File: src/core/sbl_pkg.sv
// Operation
// - First byte 0x86 or 0x30 sets baud; echoed on success, silent on failure.
// - Second byte 0x79 or 0xCF is echoed; anything else gets no answer.
// - After detection every byte both ways uses the adjusted bit period.
// - Accepted loader command 0x60 is echoed before further bytes are taken.
// - Rejected command sends one error code three times, then idles.
// - Skip password check when 0xFFE0 to 0xFFFF all read 0xFF.
// - Bad password address or password means silent idle until reset.
// - Security enabled makes the device idle instead of running command.
// - Framing error during password addresses or string means silent idle.
// - Good load returns checksum high then low; error returns nothing.
// - After load, branch to the address of the first data byte.
// - Command 0x90 selects sum output; rejection gives triple error code.
// - Sum answer starts with 0xAA if all bytes are 0xFF, else 0x55.
// - Sum status is followed by checksum high then low byte.
// - After the sum answer, wait for next command at the same rate.
package sbl_pkg;
    localparam int         MEM_AW      = 16;
    localparam int         BAUD_W      = 16;
    localparam logic [7:0] MATCH1_A    = 8'h86;
    localparam logic [7:0] MATCH1_B    = 8'h30;
    localparam logic [7:0] MATCH2_A    = 8'h79;
    localparam logic [7:0] MATCH2_B    = 8'hCF;
    localparam logic [7:0] CMD_RAM     = 8'h60;
    localparam logic [7:0] CMD_SUM     = 8'h90;
    localparam logic [7:0] CMD_OTHER_A = 8'h40;
    localparam logic [7:0] CMD_OTHER_B = 8'hC0;
    localparam logic [7:0] ERR_FRAME   = 8'hA1;
    localparam logic [7:0] ERR_UNSUPP  = 8'hA3;
    localparam logic [7:0] ERR_CMD     = 8'h63;
    localparam logic [7:0] SUM_BLANK   = 8'hAA;
    localparam logic [7:0] SUM_USED    = 8'h55;
    localparam logic [7:0] BLANK_BYTE  = 8'hFF;
    localparam logic [7:0] HEX_MARK    = 8'h3A;
    localparam logic [7:0] REC_DATA    = 8'h00;
    localparam logic [7:0] REC_END     = 8'h01;
    localparam logic [15:0] PW_AREA_LO = 16'hFFE0;
    localparam logic [15:0] PW_AREA_HI = 16'hFFFF;
    localparam logic [23:0] FLASH_LO   = 24'h00C000;
    localparam logic [23:0] FLASH_HI   = 24'h00FFFF;
    localparam logic [2:0]  ADDR_LAST  = 3'h5;
    localparam logic [1:0]  ERR_COUNT  = 2'h3;
    localparam logic [BAUD_W-1:0] AB_MIN_HIGH = 16'h0008;
    localparam logic [BAUD_W-1:0] AB_SAT      = 16'hFFFF;
    localparam logic [3:0]  RX_STOP_IDX = 4'h9;
    localparam logic [3:0]  TX_LAST_IDX = 4'h9;

    typedef enum logic [3:0] {
        ST_BAUD   = 4'h0,
        ST_MATCH2 = 4'h1,
        ST_CMD    = 4'h2,
        ST_ADDR   = 4'h3,
        ST_BLANK  = 4'h4,
        ST_PWCHK  = 4'h5,
        ST_PWCNT  = 4'h6,
        ST_PWSTR  = 4'h7,
        ST_HEX    = 4'h8,
        ST_SUM    = 4'h9,
        ST_SUMOUT = 4'hA,
        ST_TX     = 4'hB,
        ST_JUMP   = 4'hC,
        ST_DEAD   = 4'hD
    } sbl_state_type;

    typedef enum logic [2:0] {
        RX_AB_WAIT = 3'h0,
        RX_AB_LOW  = 3'h1,
        RX_AB_HIGH = 3'h2,
        RX_AB_TAIL = 3'h3,
        RX_IDLE    = 3'h4,
        RX_DATA    = 3'h5
    } sbl_rx_state_type;

    typedef enum logic [2:0] {
        F_MARK = 3'h0,
        F_LEN  = 3'h1,
        F_AHI  = 3'h2,
        F_ALO  = 3'h3,
        F_TYPE = 3'h4,
        F_DATA = 3'h5,
        F_CKS  = 3'h6
    } sbl_field_type;
endpackage

File: src/core/sbl_uart_if.sv
`timescale 1ns/1ps
interface sbl_uart_if;
    logic       rx_valid;
    logic       rx_ferr;
    logic [7:0] rx_data;
    logic       ab_done;
    logic       ab_ok;
    logic [7:0] ab_code;
    logic       tx_valid;
    logic [7:0] tx_data;
    logic       tx_busy;

    modport uart (output rx_valid, rx_ferr, rx_data, ab_done, ab_ok,
                  output ab_code, tx_busy, input tx_valid, tx_data);
    modport ctrl (input rx_valid, rx_ferr, rx_data, ab_done, ab_ok,
                  input ab_code, tx_busy, output tx_valid, tx_data);
endinterface

File: src/core/sbl_loader.sv
`timescale 1ns/1ps
module sbl_loader (
    input  wire logic                      clock_i,
    input  wire logic                      sys_rst_i,
    input  wire logic                      rx_i,
    output logic                           tx_o,
    input  wire logic                      security_en_i,
    output logic                           mem_rd_o,
    output logic [sbl_pkg::MEM_AW-1:0]     mem_addr_o,
    input  wire logic [7:0]                mem_data_i,
    output logic                           ram_we_o,
    output logic [sbl_pkg::MEM_AW-1:0]     ram_addr_o,
    output logic [7:0]                     ram_data_o,
    output logic                           jump_o,
    output logic [sbl_pkg::MEM_AW-1:0]     jump_addr_o,
    output logic                           idle_o
);
    import sbl_pkg::*;

    sbl_uart_if u ();

    sbl_state_type st_q;
    sbl_state_type ret_q;
    sbl_field_type fld_q;
    logic [7:0]    txb_q [3];
    logic [1:0]    tx_n_q;
    logic [1:0]    tx_i_q;
    logic [47:0]   addr_q;
    logic [2:0]    acnt_q;
    logic          dv_q;
    logic          blank_q;
    logic [15:0]   sum_q;
    logic [7:0]    pwleft_q;
    logic [7:0]    pwb_q;
    logic [7:0]    len_q;
    logic [7:0]    rsum_q;
    logic [7:0]    rtype_q;
    logic          first_q;

    function automatic logic in_flash(input logic [23:0] a);
        in_flash = (a >= FLASH_LO) && (a <= FLASH_HI);
    endfunction

    // Byte decoding shared by the states below
    wire [7:0]  rxd      = u.rx_data;
    wire        rx_ok    = u.rx_valid & ~u.rx_ferr;
    wire        m2_ok    = (rxd == MATCH2_A) || (rxd == MATCH2_B);
    wire        cmd_unsp = (rxd == CMD_OTHER_A) || (rxd == CMD_OTHER_B);
    wire [23:0] cnt_addr = addr_q[47:24];
    wire [23:0] cmp_addr = addr_q[23:0];
    wire        cnt_ok   = in_flash(cnt_addr);
    wire        cmp_ok   = in_flash(cmp_addr);
    wire        mem_ff   = mem_data_i == BLANK_BYTE;
    wire [7:0]  rsum_nx  = rsum_q + rxd;
    wire [15:0] sum_rx   = sum_q + {8'h00, rxd};
    wire [15:0] sum_mem  = sum_q + {8'h00, mem_data_i};
    wire        tx_free  = ~u.tx_busy & ~u.tx_valid;
    wire [15:0] ptr_inc  = mem_addr_o + 16'h0001;

    sbl_uart i_uart (
        .clock_i   (clock_i),
        .sys_rst_i (sys_rst_i),
        .rx_i      (rx_i),
        .tx_o      (tx_o),
        .u         (u.uart)
    );

    // Read data is valid the cycle after the strobe
    always_ff @(posedge clock_i) begin
        if (sys_rst_i) begin
            dv_q   <= 1'b0;
            idle_o <= 1'b0;
        end else begin
            dv_q   <= mem_rd_o;
            // Flagged only once the last queued byte has left the line
            idle_o <= (st_q == ST_DEAD) && tx_free;
        end
    end

    // Session sequencer; silent idle needs a reset to leave
    always_ff @(posedge clock_i) begin
        if (sys_rst_i) begin
            st_q        <= ST_BAUD;
            ret_q       <= ST_DEAD;
            fld_q       <= F_MARK;
            txb_q       <= '{8'h00, 8'h00, 8'h00};
            tx_n_q      <= '0;
            tx_i_q      <= '0;
            addr_q      <= '0;
            acnt_q      <= '0;
            blank_q     <= 1'b1;
            sum_q       <= '0;
            pwleft_q    <= '0;
            pwb_q       <= '0;
            len_q       <= '0;
            rsum_q      <= '0;
            rtype_q     <= '0;
            first_q     <= 1'b1;
            mem_rd_o    <= 1'b0;
            mem_addr_o  <= '0;
            ram_we_o    <= 1'b0;
            ram_addr_o  <= '0;
            ram_data_o  <= '0;
            jump_o      <= 1'b0;
            jump_addr_o <= '0;
            u.tx_valid  <= 1'b0;
            u.tx_data   <= '0;
        end else begin
            mem_rd_o   <= 1'b0;
            ram_we_o   <= 1'b0;
            jump_o     <= 1'b0;
            u.tx_valid <= 1'b0;
            tx_i_q     <= (st_q == ST_TX) ? tx_i_q : 2'h0;
            unique case (st_q)
                ST_BAUD: if (u.ab_done && u.ab_ok) begin
                    txb_q[0] <= u.ab_code;
                    tx_n_q   <= 2'h1;
                    ret_q    <= ST_MATCH2;
                    st_q     <= ST_TX;
                end
                ST_MATCH2: if (u.rx_valid) begin
                    if (rx_ok && m2_ok) begin
                        txb_q[0] <= rxd;
                        tx_n_q   <= 2'h1;
                        ret_q    <= ST_CMD;
                        st_q     <= ST_TX;
                    end else begin
                        st_q <= ST_DEAD;
                    end
                end
                ST_CMD: if (u.rx_valid) begin
                    tx_n_q <= ERR_COUNT;
                    ret_q  <= ST_DEAD;
                    if (u.rx_ferr) begin
                        txb_q <= '{ERR_FRAME, ERR_FRAME, ERR_FRAME};
                        st_q  <= ST_TX;
                    end else if (security_en_i &&
                                 (rxd == CMD_RAM || rxd == CMD_SUM)) begin
                        st_q <= ST_DEAD;
                    end else if (rxd == CMD_RAM) begin
                        txb_q[0] <= CMD_RAM;
                        tx_n_q   <= 2'h1;
                        ret_q    <= ST_ADDR;
                        acnt_q   <= '0;
                        st_q     <= ST_TX;
                    end else if (rxd == CMD_SUM) begin
                        mem_addr_o <= FLASH_LO[15:0];
                        sum_q      <= '0;
                        blank_q    <= 1'b1;
                        st_q       <= ST_SUM;
                    end else if (cmd_unsp) begin
                        txb_q <= '{ERR_UNSUPP, ERR_UNSUPP, ERR_UNSUPP};
                        st_q  <= ST_TX;
                    end else begin
                        txb_q <= '{ERR_CMD, ERR_CMD, ERR_CMD};
                        st_q  <= ST_TX;
                    end
                end
                // Six address bytes, high first, no reply
                ST_ADDR: if (u.rx_valid) begin
                    if (u.rx_ferr) begin
                        st_q <= ST_DEAD;
                    end else begin
                        addr_q <= {addr_q[39:0], rxd};
                        acnt_q <= acnt_q + 3'h1;
                        if (acnt_q == ADDR_LAST) begin
                            mem_addr_o <= PW_AREA_LO;
                            blank_q    <= 1'b1;
                            st_q       <= ST_BLANK;
                        end
                    end
                end
                ST_BLANK: if (dv_q) begin
                    blank_q <= blank_q & mem_ff;
                    if (mem_addr_o == PW_AREA_HI) begin
                        st_q <= ST_PWCHK;
                    end else begin
                        mem_addr_o <= ptr_inc;
                    end
                end else if (!mem_rd_o) begin
                    mem_rd_o <= 1'b1;
                end
                ST_PWCHK: begin
                    fld_q   <= F_MARK;
                    first_q <= 1'b1;
                    sum_q   <= '0;
                    if (blank_q) begin
                        st_q <= ST_HEX;
                    end else if (!(cnt_ok && cmp_ok)) begin
                        st_q <= ST_DEAD;
                    end else begin
                        mem_addr_o <= cnt_addr[15:0];
                        mem_rd_o   <= 1'b1;
                        st_q       <= ST_PWCNT;
                    end
                end
                ST_PWCNT: if (dv_q) begin
                    pwleft_q   <= mem_data_i;
                    mem_addr_o <= cmp_addr[15:0];
                    st_q       <= (mem_data_i == 8'h00) ? ST_DEAD : ST_PWSTR;
                end
                // One flash read per received password byte
                ST_PWSTR: if (u.rx_valid) begin
                    pwb_q    <= rxd;
                    mem_rd_o <= ~u.rx_ferr;
                    st_q     <= u.rx_ferr ? ST_DEAD : ST_PWSTR;
                end else if (dv_q) begin
                    mem_addr_o <= ptr_inc;
                    pwleft_q   <= pwleft_q - 8'h01;
                    if (mem_data_i != pwb_q) begin
                        st_q <= ST_DEAD;
                    end else if (pwleft_q == 8'h01) begin
                        st_q <= ST_HEX;
                    end
                end
                // Records: mark, length, address, type, data, checksum
                ST_HEX: if (u.rx_valid && u.rx_ferr) begin
                    st_q <= ST_DEAD;
                end else if (u.rx_valid) begin
                    rsum_q <= rsum_nx;
                    unique case (fld_q)
                        F_MARK: begin
                            rsum_q <= '0;
                            fld_q  <= F_LEN;
                            st_q   <= (rxd == HEX_MARK) ? ST_HEX : ST_DEAD;
                        end
                        F_LEN: begin
                            len_q <= rxd;
                            fld_q <= F_AHI;
                        end
                        F_AHI: begin
                            ram_addr_o[15:8] <= rxd;
                            fld_q            <= F_ALO;
                        end
                        F_ALO: begin
                            ram_addr_o[7:0] <= rxd;
                            fld_q           <= F_TYPE;
                        end
                        F_TYPE: begin
                            rtype_q <= rxd;
                            fld_q   <= (len_q == 8'h00) ? F_CKS : F_DATA;
                            if (rxd != REC_DATA && rxd != REC_END) begin
                                st_q <= ST_DEAD;
                            end
                        end
                        F_DATA: begin
                            ram_we_o   <= 1'b1;
                            ram_data_o <= rxd;
                            sum_q      <= sum_rx;
                            len_q      <= len_q - 8'h01;
                            first_q    <= 1'b0;
                            if (first_q) begin
                                jump_addr_o <= ram_addr_o;
                            end
                            if (len_q == 8'h01) begin
                                fld_q <= F_CKS;
                            end
                        end
                        F_CKS: begin
                            fld_q <= F_MARK;
                            if (rsum_nx != 8'h00) begin
                                st_q <= ST_DEAD;
                            end else if (rtype_q == REC_END) begin
                                txb_q[0] <= sum_q[15:8];
                                txb_q[1] <= sum_q[7:0];
                                tx_n_q   <= 2'h2;
                                ret_q    <= ST_JUMP;
                                st_q     <= ST_TX;
                            end
                        end
                        default: st_q <= ST_DEAD;
                    endcase
                end else if (ram_we_o) begin
                    ram_addr_o <= ram_addr_o + 16'h0001;
                end
                ST_SUM: if (dv_q) begin
                    sum_q   <= sum_mem;
                    blank_q <= blank_q & mem_ff;
                    if (mem_addr_o == FLASH_HI[15:0]) begin
                        st_q <= ST_SUMOUT;
                    end else begin
                        mem_addr_o <= ptr_inc;
                    end
                end else if (!mem_rd_o) begin
                    mem_rd_o <= 1'b1;
                end
                ST_SUMOUT: begin
                    txb_q[0] <= blank_q ? SUM_BLANK : SUM_USED;
                    txb_q[1] <= sum_q[15:8];
                    txb_q[2] <= sum_q[7:0];
                    tx_n_q   <= 2'h3;
                    ret_q    <= ST_CMD;
                    st_q     <= ST_TX;
                end
                // Hands bytes to the transmitter one at a time
                ST_TX: if (tx_free) begin
                    u.tx_valid <= 1'b1;
                    u.tx_data  <= txb_q[tx_i_q];
                    tx_i_q     <= tx_i_q + 2'h1;
                    if (tx_i_q == tx_n_q - 2'h1) begin
                        st_q <= ret_q;
                    end
                end
                // Branch only once the last checksum byte has left
                ST_JUMP: if (tx_free) begin
                    jump_o <= 1'b1;
                    st_q   <= ST_DEAD;
                end
                ST_DEAD: st_q <= ST_DEAD;
                default: st_q <= ST_DEAD;
            endcase
        end
    end
endmodule

File: src/core/sbl_uart.sv
`timescale 1ns/1ps
module sbl_uart (
    input  wire logic  clock_i,
    input  wire logic  sys_rst_i,
    input  wire logic  rx_i,
    output logic       tx_o,
    sbl_uart_if.uart   u
);
    import sbl_pkg::*;

    sbl_rx_state_type  rst_q;
    logic              prev_q;
    logic [BAUD_W-1:0] len_q;
    logic [BAUD_W-1:0] low_q;
    logic [BAUD_W-1:0] high_q;
    logic [BAUD_W-1:0] bit_q;
    logic [BAUD_W-1:0] rcnt_q;
    logic [3:0]        ridx_q;
    logic [7:0]        rsh_q;
    logic [BAUD_W-1:0] tcnt_q;
    logic [3:0]        tidx_q;
    logic [9:0]        tsh_q;

    // Both patterns have a two-bit high run after the first low run
    wire               fall    = prev_q & ~rx_i;
    wire [BAUD_W:0]    high_15 = {1'b0, high_q} + {2'b00, high_q[BAUD_W-1:1]};
    wire [BAUD_W:0]    high_2  = {high_q, 1'b0};
    wire               is_86   = {1'b0, low_q} <= high_15;
    wire               is_30   = {1'b0, low_q} > high_2;
    wire               rate_ok = high_q >= AB_MIN_HIGH;
    wire               ab_good = rate_ok & (is_86 | is_30);
    wire [BAUD_W-1:0]  len_inc = (len_q == AB_SAT) ? len_q : len_q + 16'h0001;
    wire               rtick   = rcnt_q == '0;
    wire               ttick   = tcnt_q == '0;

    // Receiver, with baud detection on the first frame
    always_ff @(posedge clock_i) begin
        if (sys_rst_i) begin
            rst_q      <= RX_AB_WAIT;
            prev_q     <= 1'b1;
            len_q      <= '0;
            low_q      <= '0;
            high_q     <= '0;
            bit_q      <= '0;
            rcnt_q     <= '0;
            ridx_q     <= '0;
            rsh_q      <= '0;
            u.rx_valid <= 1'b0;
            u.rx_ferr  <= 1'b0;
            u.rx_data  <= '0;
            u.ab_done  <= 1'b0;
            u.ab_ok    <= 1'b0;
            u.ab_code  <= '0;
        end else begin
            prev_q     <= rx_i;
            u.rx_valid <= 1'b0;
            u.ab_done  <= 1'b0;
            unique case (rst_q)
                RX_AB_WAIT: if (fall) begin
                    len_q <= 16'h0001; // This edge already saw the low level
                    rst_q <= RX_AB_LOW;
                end
                RX_AB_LOW: if (rx_i) begin
                    low_q <= len_q;
                    len_q <= 16'h0001;
                    rst_q <= RX_AB_HIGH;
                end else begin
                    len_q <= len_inc;
                end
                RX_AB_HIGH: if (!rx_i) begin
                    high_q <= len_q;
                    rst_q  <= RX_AB_TAIL;
                end else begin
                    len_q <= len_inc;
                end
                // Waits out the tail so the stop bit is not seen as data
                RX_AB_TAIL: if (rx_i) begin
                    bit_q     <= {1'b0, high_q[BAUD_W-1:1]};
                    u.ab_done <= 1'b1;
                    u.ab_ok   <= ab_good;
                    u.ab_code <= is_86 ? MATCH1_A : MATCH1_B;
                    rst_q     <= ab_good ? RX_IDLE : RX_AB_WAIT;
                end
                RX_IDLE: if (fall) begin
                    rcnt_q <= {1'b0, bit_q[BAUD_W-1:1]};
                    ridx_q <= '0;
                    rst_q  <= RX_DATA;
                end
                RX_DATA: if (rtick) begin
                    rcnt_q <= bit_q - 16'h0001;
                    ridx_q <= ridx_q + 4'h1;
                    if (ridx_q == '0 && rx_i) begin
                        rst_q <= RX_IDLE; // Glitch, not a start bit
                    end else if (ridx_q == RX_STOP_IDX) begin
                        u.rx_valid <= 1'b1;
                        u.rx_ferr  <= ~rx_i;
                        u.rx_data  <= rsh_q;
                        rst_q      <= RX_IDLE;
                    end else if (ridx_q != '0) begin
                        rsh_q <= {rx_i, rsh_q[7:1]};
                    end
                end else begin
                    rcnt_q <= rcnt_q - 16'h0001;
                end
                default: rst_q <= RX_AB_WAIT;
            endcase
        end
    end

    // Transmitter, LSB first, one stop bit
    always_ff @(posedge clock_i) begin
        if (sys_rst_i) begin
            tx_o      <= 1'b1;
            tcnt_q    <= '0;
            tidx_q    <= '0;
            tsh_q     <= '1;
            u.tx_busy <= 1'b0;
        end else if (!u.tx_busy) begin
            if (u.tx_valid) begin
                tsh_q     <= {1'b1, u.tx_data, 1'b0};
                tcnt_q    <= '0;
                tidx_q    <= '0;
                u.tx_busy <= 1'b1;
            end
        end else if (ttick) begin
            tcnt_q <= bit_q - 16'h0001;
            if (tidx_q == TX_LAST_IDX + 4'h1) begin
                u.tx_busy <= 1'b0;
            end else begin
                tx_o   <= tsh_q[0];
                tsh_q  <= {1'b1, tsh_q[9:1]};
                tidx_q <= tidx_q + 4'h1;
            end
        end else begin
            tcnt_q <= tcnt_q - 16'h0001;
        end
    end
endmodule

File: config.mk
export PLATFORM = sky130hd
export DESIGN_NAME = sbl_loader
export DESIGN_NICKNAME = d
export VERILOG_FILES = /design/src/core/sbl_pkg.sv /design/src/core/sbl_uart_if.sv /design/src/core/sbl_loader.sv /design/src/core/sbl_uart.sv
export SDC_FILE = /design/constraint.sdc
export NUM_CORES = 1
export LEC_CHECK = 0
export ABC_CLOCK_PERIOD_IN_PS = 11400
export BUFFER_PORTS_ARGS = -buffer_cell sky130_fd_sc_hd__buf_2
export CAP_MARGIN = 20
export CORE_MARGIN = 2
export CORE_UTILIZATION = 35
export CTS_CLUSTER_SIZE = 28
export DETAILED_ROUTE_END_ITERATION = 8
export GPL_TIMING_DRIVEN = 1
export HOLD_SLACK_MARGIN = 0.05
export PLACE_DENSITY_LB_ADDON = 0.1
export SYNTH_ARGS = -nofsm -noshare
export SYNTH_HDL_FRONTEND = slang
export SYNTH_SLANG_ARGS = --single-unit
File: constraint.sdc
create_clock -name clock_i -period 11.4 [get_ports clock_i]
set_clock_uncertainty 0.05 [all_clocks]
set_input_delay 0.57 -clock clock_i [delete_from_list [all_inputs] [get_ports clock_i]]
set_output_delay 0.57 -clock clock_i [all_outputs]
set_load 0.03 [all_outputs]
## After elaboration in Yosys (flattened, before gate mapping)

Index checks and enable logic that the tools add are counted.

| cells by class | value |
|---|---|
| add/sub/neg operators | 17 |
| mux-type cells | 196 |
| $lt $le $gt $ge | 8 |
| reduce and logical (&&, ||, !) cells | 78 |
| equality and inequality tests | 100 |
| bitwise operators | 22 |

Operators with widths:

| cell | number |
|---|---|
| 16-bit two-way mux | 41 |
| 4-bit two-way mux | 45 |
| 24-bit two-way mux | 5 |
| 8-bit two-way mux | 14 |
| 16-bit case mux with 6 select lines | 1 |
| 3-bit two-way mux | 22 |
| 2-bit inequality test, second input constant | 32 |
| 16-bit case mux with 4 select lines | 1 |
| 4-bit case mux with 13 select lines | 1 |
| 16-bit by 1-bit adder with 16-bit output, second input constant | 3 |
| 24-bit by 16-bit greater-or-equal comparator with 1-bit output, second input constant | 2 |
| 24-bit by 16-bit less-or-equal comparator with 1-bit output, second input constant | 2 |
| 16-bit case mux with 3 select lines | 1 |
| 8-bit case mux with 2 select lines | 3 |
| 10-bit two-way mux | 4 |
| 8-bit case mux with 5 select lines | 1 |
| 10-bit AND reduction | 4 |
| 2-bit two-way mux | 18 |
| 16-bit by 8-bit adder with 16-bit output | 2 |
| 16-bit == test, second input constant | 2 |
| 4-bit == test, second input constant | 8 |
| 8-bit == test, second input constant | 4 |
| 16-bit zero test | 2 |
| 16-bit case mux with 2 select lines | 1 |
| other kinds (69) | 202 |

| storage, ports and cells | value |
|---|---|
| register bits | 365 |
| input bits | 12 |
| word-level logic and storage cells | 471 |
| output and inout bits | 61 |

## Longest topological paths before layout

| logic depth | value |
|---|---|
| depth in word-level cells | 9 |
| mapped depth | 16 |
| mapped depth without buffers | 16 |

## Cells and area by module

A second synthesis with hierarchy kept.

| second synthesis, totals | value |
|---|---|
| cells, all modules | 2632 |
| area, all modules | 20056.7 um^2 |

Modules (own cells, without submodules):

| module | area each (um^2) | cells each | seq. area each (um^2) | instances |
|---|---|---|---|---|
| sbl_loader | 11776.3 | 1549 | 4344.2 | 1 |
| sbl_uart | 8280.4 | 1083 | 2802.7 | 1 |

## Worst setup path before layout

No wires, ideal clock.

| timing path | value |
|---|---|
| path kind | flip-flop to flip-flop |
| from | reg st_q[0] |
| to | reg sum_q[8] |
| library setup time | 0.124 ns |
| required time | 11.226 ns |
| arrival time | 3.458 ns |
| path buffers | 2 |
| setup slack | 7.768 ns |
| period minus slack after synthesis | 3.632 ns |
| cell stages (with the launch flop) | 16 |
| cell sequence | dfxtp_1 -> clkbuf_1 -> nand2_1 -> nor2_1 -> clkbuf_1 -> mux2_2 -> ha_1 -> inv_1 -> fa_1 -> nor2b_1 -> o21ai_0 -> a21boi_0 -> o21ai_0 -> a211oi_1 -> xnor2_1 -> nor2_1 |

| between the ends | value |
|---|---|
| word-level cells in the longest chain between the ends | 3 |
| elaborated cells between the ends (all ways) | 16 |
| those cells by class | 13 x eq/ne; 1 x mux; 2 x reduce/logical |

RTL lines:

| element | line | RTL |
|---|---|---|
| from (decl) | sbl_loader.sv:22 | `sbl_state_type st_q;` |
| from (signal assigned) | sbl_loader.sv:200 | `st_q <= (mem_data_i == 8'h00) ? ST_DEAD : ST_PWSTR;` |
| from (signal assigned) | sbl_loader.sv:206 | `st_q <= u.rx_ferr ? ST_DEAD : ST_PWSTR;` |
| from (signal assigned) | sbl_loader.sv:225 | `st_q <= (rxd == HEX_MARK) ? ST_HEX : ST_DEAD;` |
| 4-bit == test, or another cell as far along | sbl_loader.sv:114 | `unique case (st_q)` |
| 2-bit by 1-bit inequality test with 1-bit output (no source line), or another cell as far along | n/a |  |
| 10-bit AND reduction (no source line) | n/a |  |
| to (signal assigned) | sbl_loader.sv:249 | `sum_q <= sum_rx;` |
| to (signal assigned) | sbl_loader.sv:277 | `sum_q <= sum_mem;` |
| to (decl) | sbl_loader.sv:32 | `logic [15:0] sum_q;` |

Parallel ways exist; a longest one is shown, timed or not.
A chain may end at the register's enable or synchronous reset.

## Worst setup path after layout

| timing path | value |
|---|---|
| from | reg st_q[1] |
| to | reg sum_q[12] |

The elaborated chain is that of the path after synthesis.

==> results.toml <==
[status]
status = "finished, final reports clean"

[clock_tree]
cts_buffers = 44
cts_root_buf = "clkbuf_16"
clock-sinks = 357
cts_tree = "built"
cts_resized = 0
ctsHoldBuffers = 0
clk_latency_ps = 580
path_clk_slew_ps = 60
cts_setup_buffers = 0
htree_levels = 2
clockBufferDepth = 3

[critical_path]
crit_arrival_ps = 4850
crit_slowest_cell = "nor2_1"
worstPathRequired_ps = 11770
regToRegSetupSlack_ps = 6920
worstSetupPathType = "reg -> reg"
timing.rr.end = "sum_q[12]$_SDFFE_PP0P_"
r2r_cells = 14
cp-start-kind = "flip-flop"
crit_cells = 14
critical_path.cell_chain = "buf_4 -> or2_2 -> nor2_1 -> mux2_2 -> ha_1 -> inv_1 -> fa_1 -> nor2b_1 -> o21ai_0 -> a21boi_0 -> o21ai_0 -> a2111oi_4 -> xnor2_1 -> nor2_1"
rr_startpoint = "st_q[1]$_SDFFE_PP0P_"
cp_top_family = "simple AND/OR/NAND/NOR gates"
cp_slowest_stage_delay_ps = 830
crit_end = "sum_q[12]$_SDFFE_PP0P_"
cp-end-kind = "flip-flop"
crit_buf_inv = 2
crit_path_start = "st_q[1]$_SDFFE_PP0P_"
crit_fanout = 33

[floorplan]
die-area_mm2 = 0.0584
core_mm2 = 0.0562
rows = 87
die_w_um = 242
die-height_um = 242
initial_core_util_pct = 35.2
pin_count = 73

[logic_synthesis]
ys_seq_elements = 357
yosysUniqueCellTypes = 84
synth_enable_flop_cells = 0
yosysWarnings = 0
syn_avg_cell_area_um2 = 7.75
synthesis.area_mm2 = 0.0198
synth_flop_cell = "dfxtp_1"
async_reset_ff_share_pct = 0
synthCells = 2551
syn_nets = 2658
yosysSeqAreaShare_pct = 36.1

[cells_and_area]
antenna_cells = 0
nFillCells = 5847
area_growth_pct = 12.6
most-common-layout-cells = "419 x nand2_1, 356 x dfxtp_1, 294 x a21oi_1"
design_area_mm2 = 0.0223
final_common_cell = "nand2_1"
layout-drive-gt1-share_pct = 9.07
post-route-util_pct = 39.7
final_nets = 2663

[drt]
drc_errors = 0
viasPerCell = 5.53
vias = 18500
dr.pass1.iters = 7
ant_nets = 0
routedWlPerCell_um = 18.2
drt_first_iter_violations = 1206
finalWirelength_um = 60900

[timing]
maxSlewHeadroom_pct = 24.8
fin_tns_setup_ps = 0
rsz0062_at_grt = "no"
finalHoldViolations = 0
max_slew.worst_pin.slew_ps = 1120
final-setup-viol-count = 0
drv_slew = 0
maxClockFrequency_mhz = 223
period_share_pct = 39.3
min_period_ps = 4480

[global_route]
grt_usage_pct = 20.3
grt_pass1_wl_um = 98000
antenna_found_initial = 0
grt-ovfl-total = 0
grt_pass1_vias = 17600
grt_max_degree = 91

[power]
total_power_uw = 2710
power.leakage_uw = 0.00793
ir_drop_mv = 0.126
power_density_mw_per_mm2 = 122

[place]
place_area_mm2 = 0.0208
io_buffers = 72
dp_hpwl_um = 42300
gp_congestion = 0.861

[hold_path]
worstHoldStart = "rx_i"
worstHoldPathType = "in -> reg"

[job]
max-cap-violations = 0
[final cells by class]
type	count	area (um2)	share of cell area, %
Clock buffer	64	1300	5.82
Multi-Input combinational cell	1977	11800	53.1
Clock inverter	18	165	0.741
Inverter	68	255	1.15
Timing Repair Buffer	108	638	2.86
Tap cell	756	946	4.25
Sequential cell	357	7150	32.1
[metal layers]
layer | vias up | part of all wire, % | GRT usage (%)
li1 | 9199 | - | -
met1 | 8827 | 47 | 27.7
met2 | 397 | 46 | 33.6
met3 | 104 | 4.2 | 2.59
met4 | 0 | 2.5 | 6.14
met5 | - | 0 | 0
[cells in the mapped netlist (6+ instances only)]
cell type / count / area (um2)
a221oi_1: 17 / 149
nor3b_1: 13 / 97.6
ha_1: 92 / 1150
a21oi_1: 294 / 1470
or2_2: 10 / 62.6
inv_1: 68 / 255
o21a_1: 17 / 128
and3_1: 26 / 163
buf_2: 6 / 30.0
mux2_2: 9 / 101
nor4b_1: 10 / 87.6
a211oi_1: 66 / 495
xnor2_1: 32 / 280
nand2b_1: 24 / 150
nand2_1: 419 / 1570
clkbuf_1: 138 / 518
nand4_1: 31 / 194
a311oi_1: 10 / 87.6
dfxtp_1: 357 / 7150
or3_1: 22 / 138
a31oi_1: 18 / 113
or4_1: 9 / 67.6
xor2_1: 35 / 307
nand3_1: 55 / 275
a21o_1: 22 / 165
nor4_1: 28 / 175
o31ai_1: 13 / 97.6
and2_1: 15 / 93.8
o22ai_1: 7 / 43.8
mux2i_1: 35 / 350
o21ai_0: 134 / 671
nor2b_1: 22 / 138
o31a_1: 6 / 52.6
nand3b_1: 11 / 82.6
o211ai_1: 11 / 82.6
a22oi_1: 47 / 353
nor2_1: 236 / 886
nor3_1: 68 / 340
[cell families after synthesis]
family / share of synthesized area (%)
adders and majority gates: 6.12
xor gates and xnor gates: 3.19
AOI/OAI and AO/OA: 23.5
DFF: 36.1
and+or+nand+nor: 24.6
buffers and inverters: 4.19
muxes: 2.28
[worst min path at each step]
| stage | endpoint | slack (ps) | depth (start not counted) |
|---|---|---|---|
| after floorplan | txb_q[7]$_SDFFE_PP0P_ | 380 | 2 |
| after global placement | jump_addr_o[15]$_SDFFE_PP0P_ | 390 | 2 |
| after detailed placement | jump_addr_o[4]$_SDFFE_PP0P_ | 400 | 2 |
| after CTS | i_uart.prev_q$_SDFF_PP1_ | 340 | 2 |
| after global routing | i_uart.u.rx_data[0]$_SDFFE_PP0P_ | 390 | 2 |
| final | i_uart.prev_q$_SDFF_PP1_ | 380 | 2 |
[registers in the layout, indices dropped and copies added (netlist names), 9 cells and up]
name,count
sum_q,16
i_uart.len_q,16
txb_q,24
i_uart.bit_q,15
i_uart.tcnt_q,16
i_uart.low_q,16
jump_addr_o,16
mem_addr_o,16
addr_q,48
ram_addr_o,16
i_uart.rcnt_q,16
i_uart.tsh_q,9
i_uart.high_q,16
[where the power goes]
group          internal (uW)  total (uW)  switching (uW)  leakage (uW)
sequential              1250        1250            3.33       0.00288
clock                    838        1410             569      0.000715
combinational           11.8        52.5            40.7       0.00434
[per-stage QoR]
stage,hold slack [ps],setup WS [ps],cells
floorplan,382,7770,2551
global placement,391,7100,3264
detailed placement,397,7040,3265
CTS,337,7020,3347
global route,385,6680,3348
finish,375,6920,3348
No activity file was read; power rests on OpenSTA's default activity.
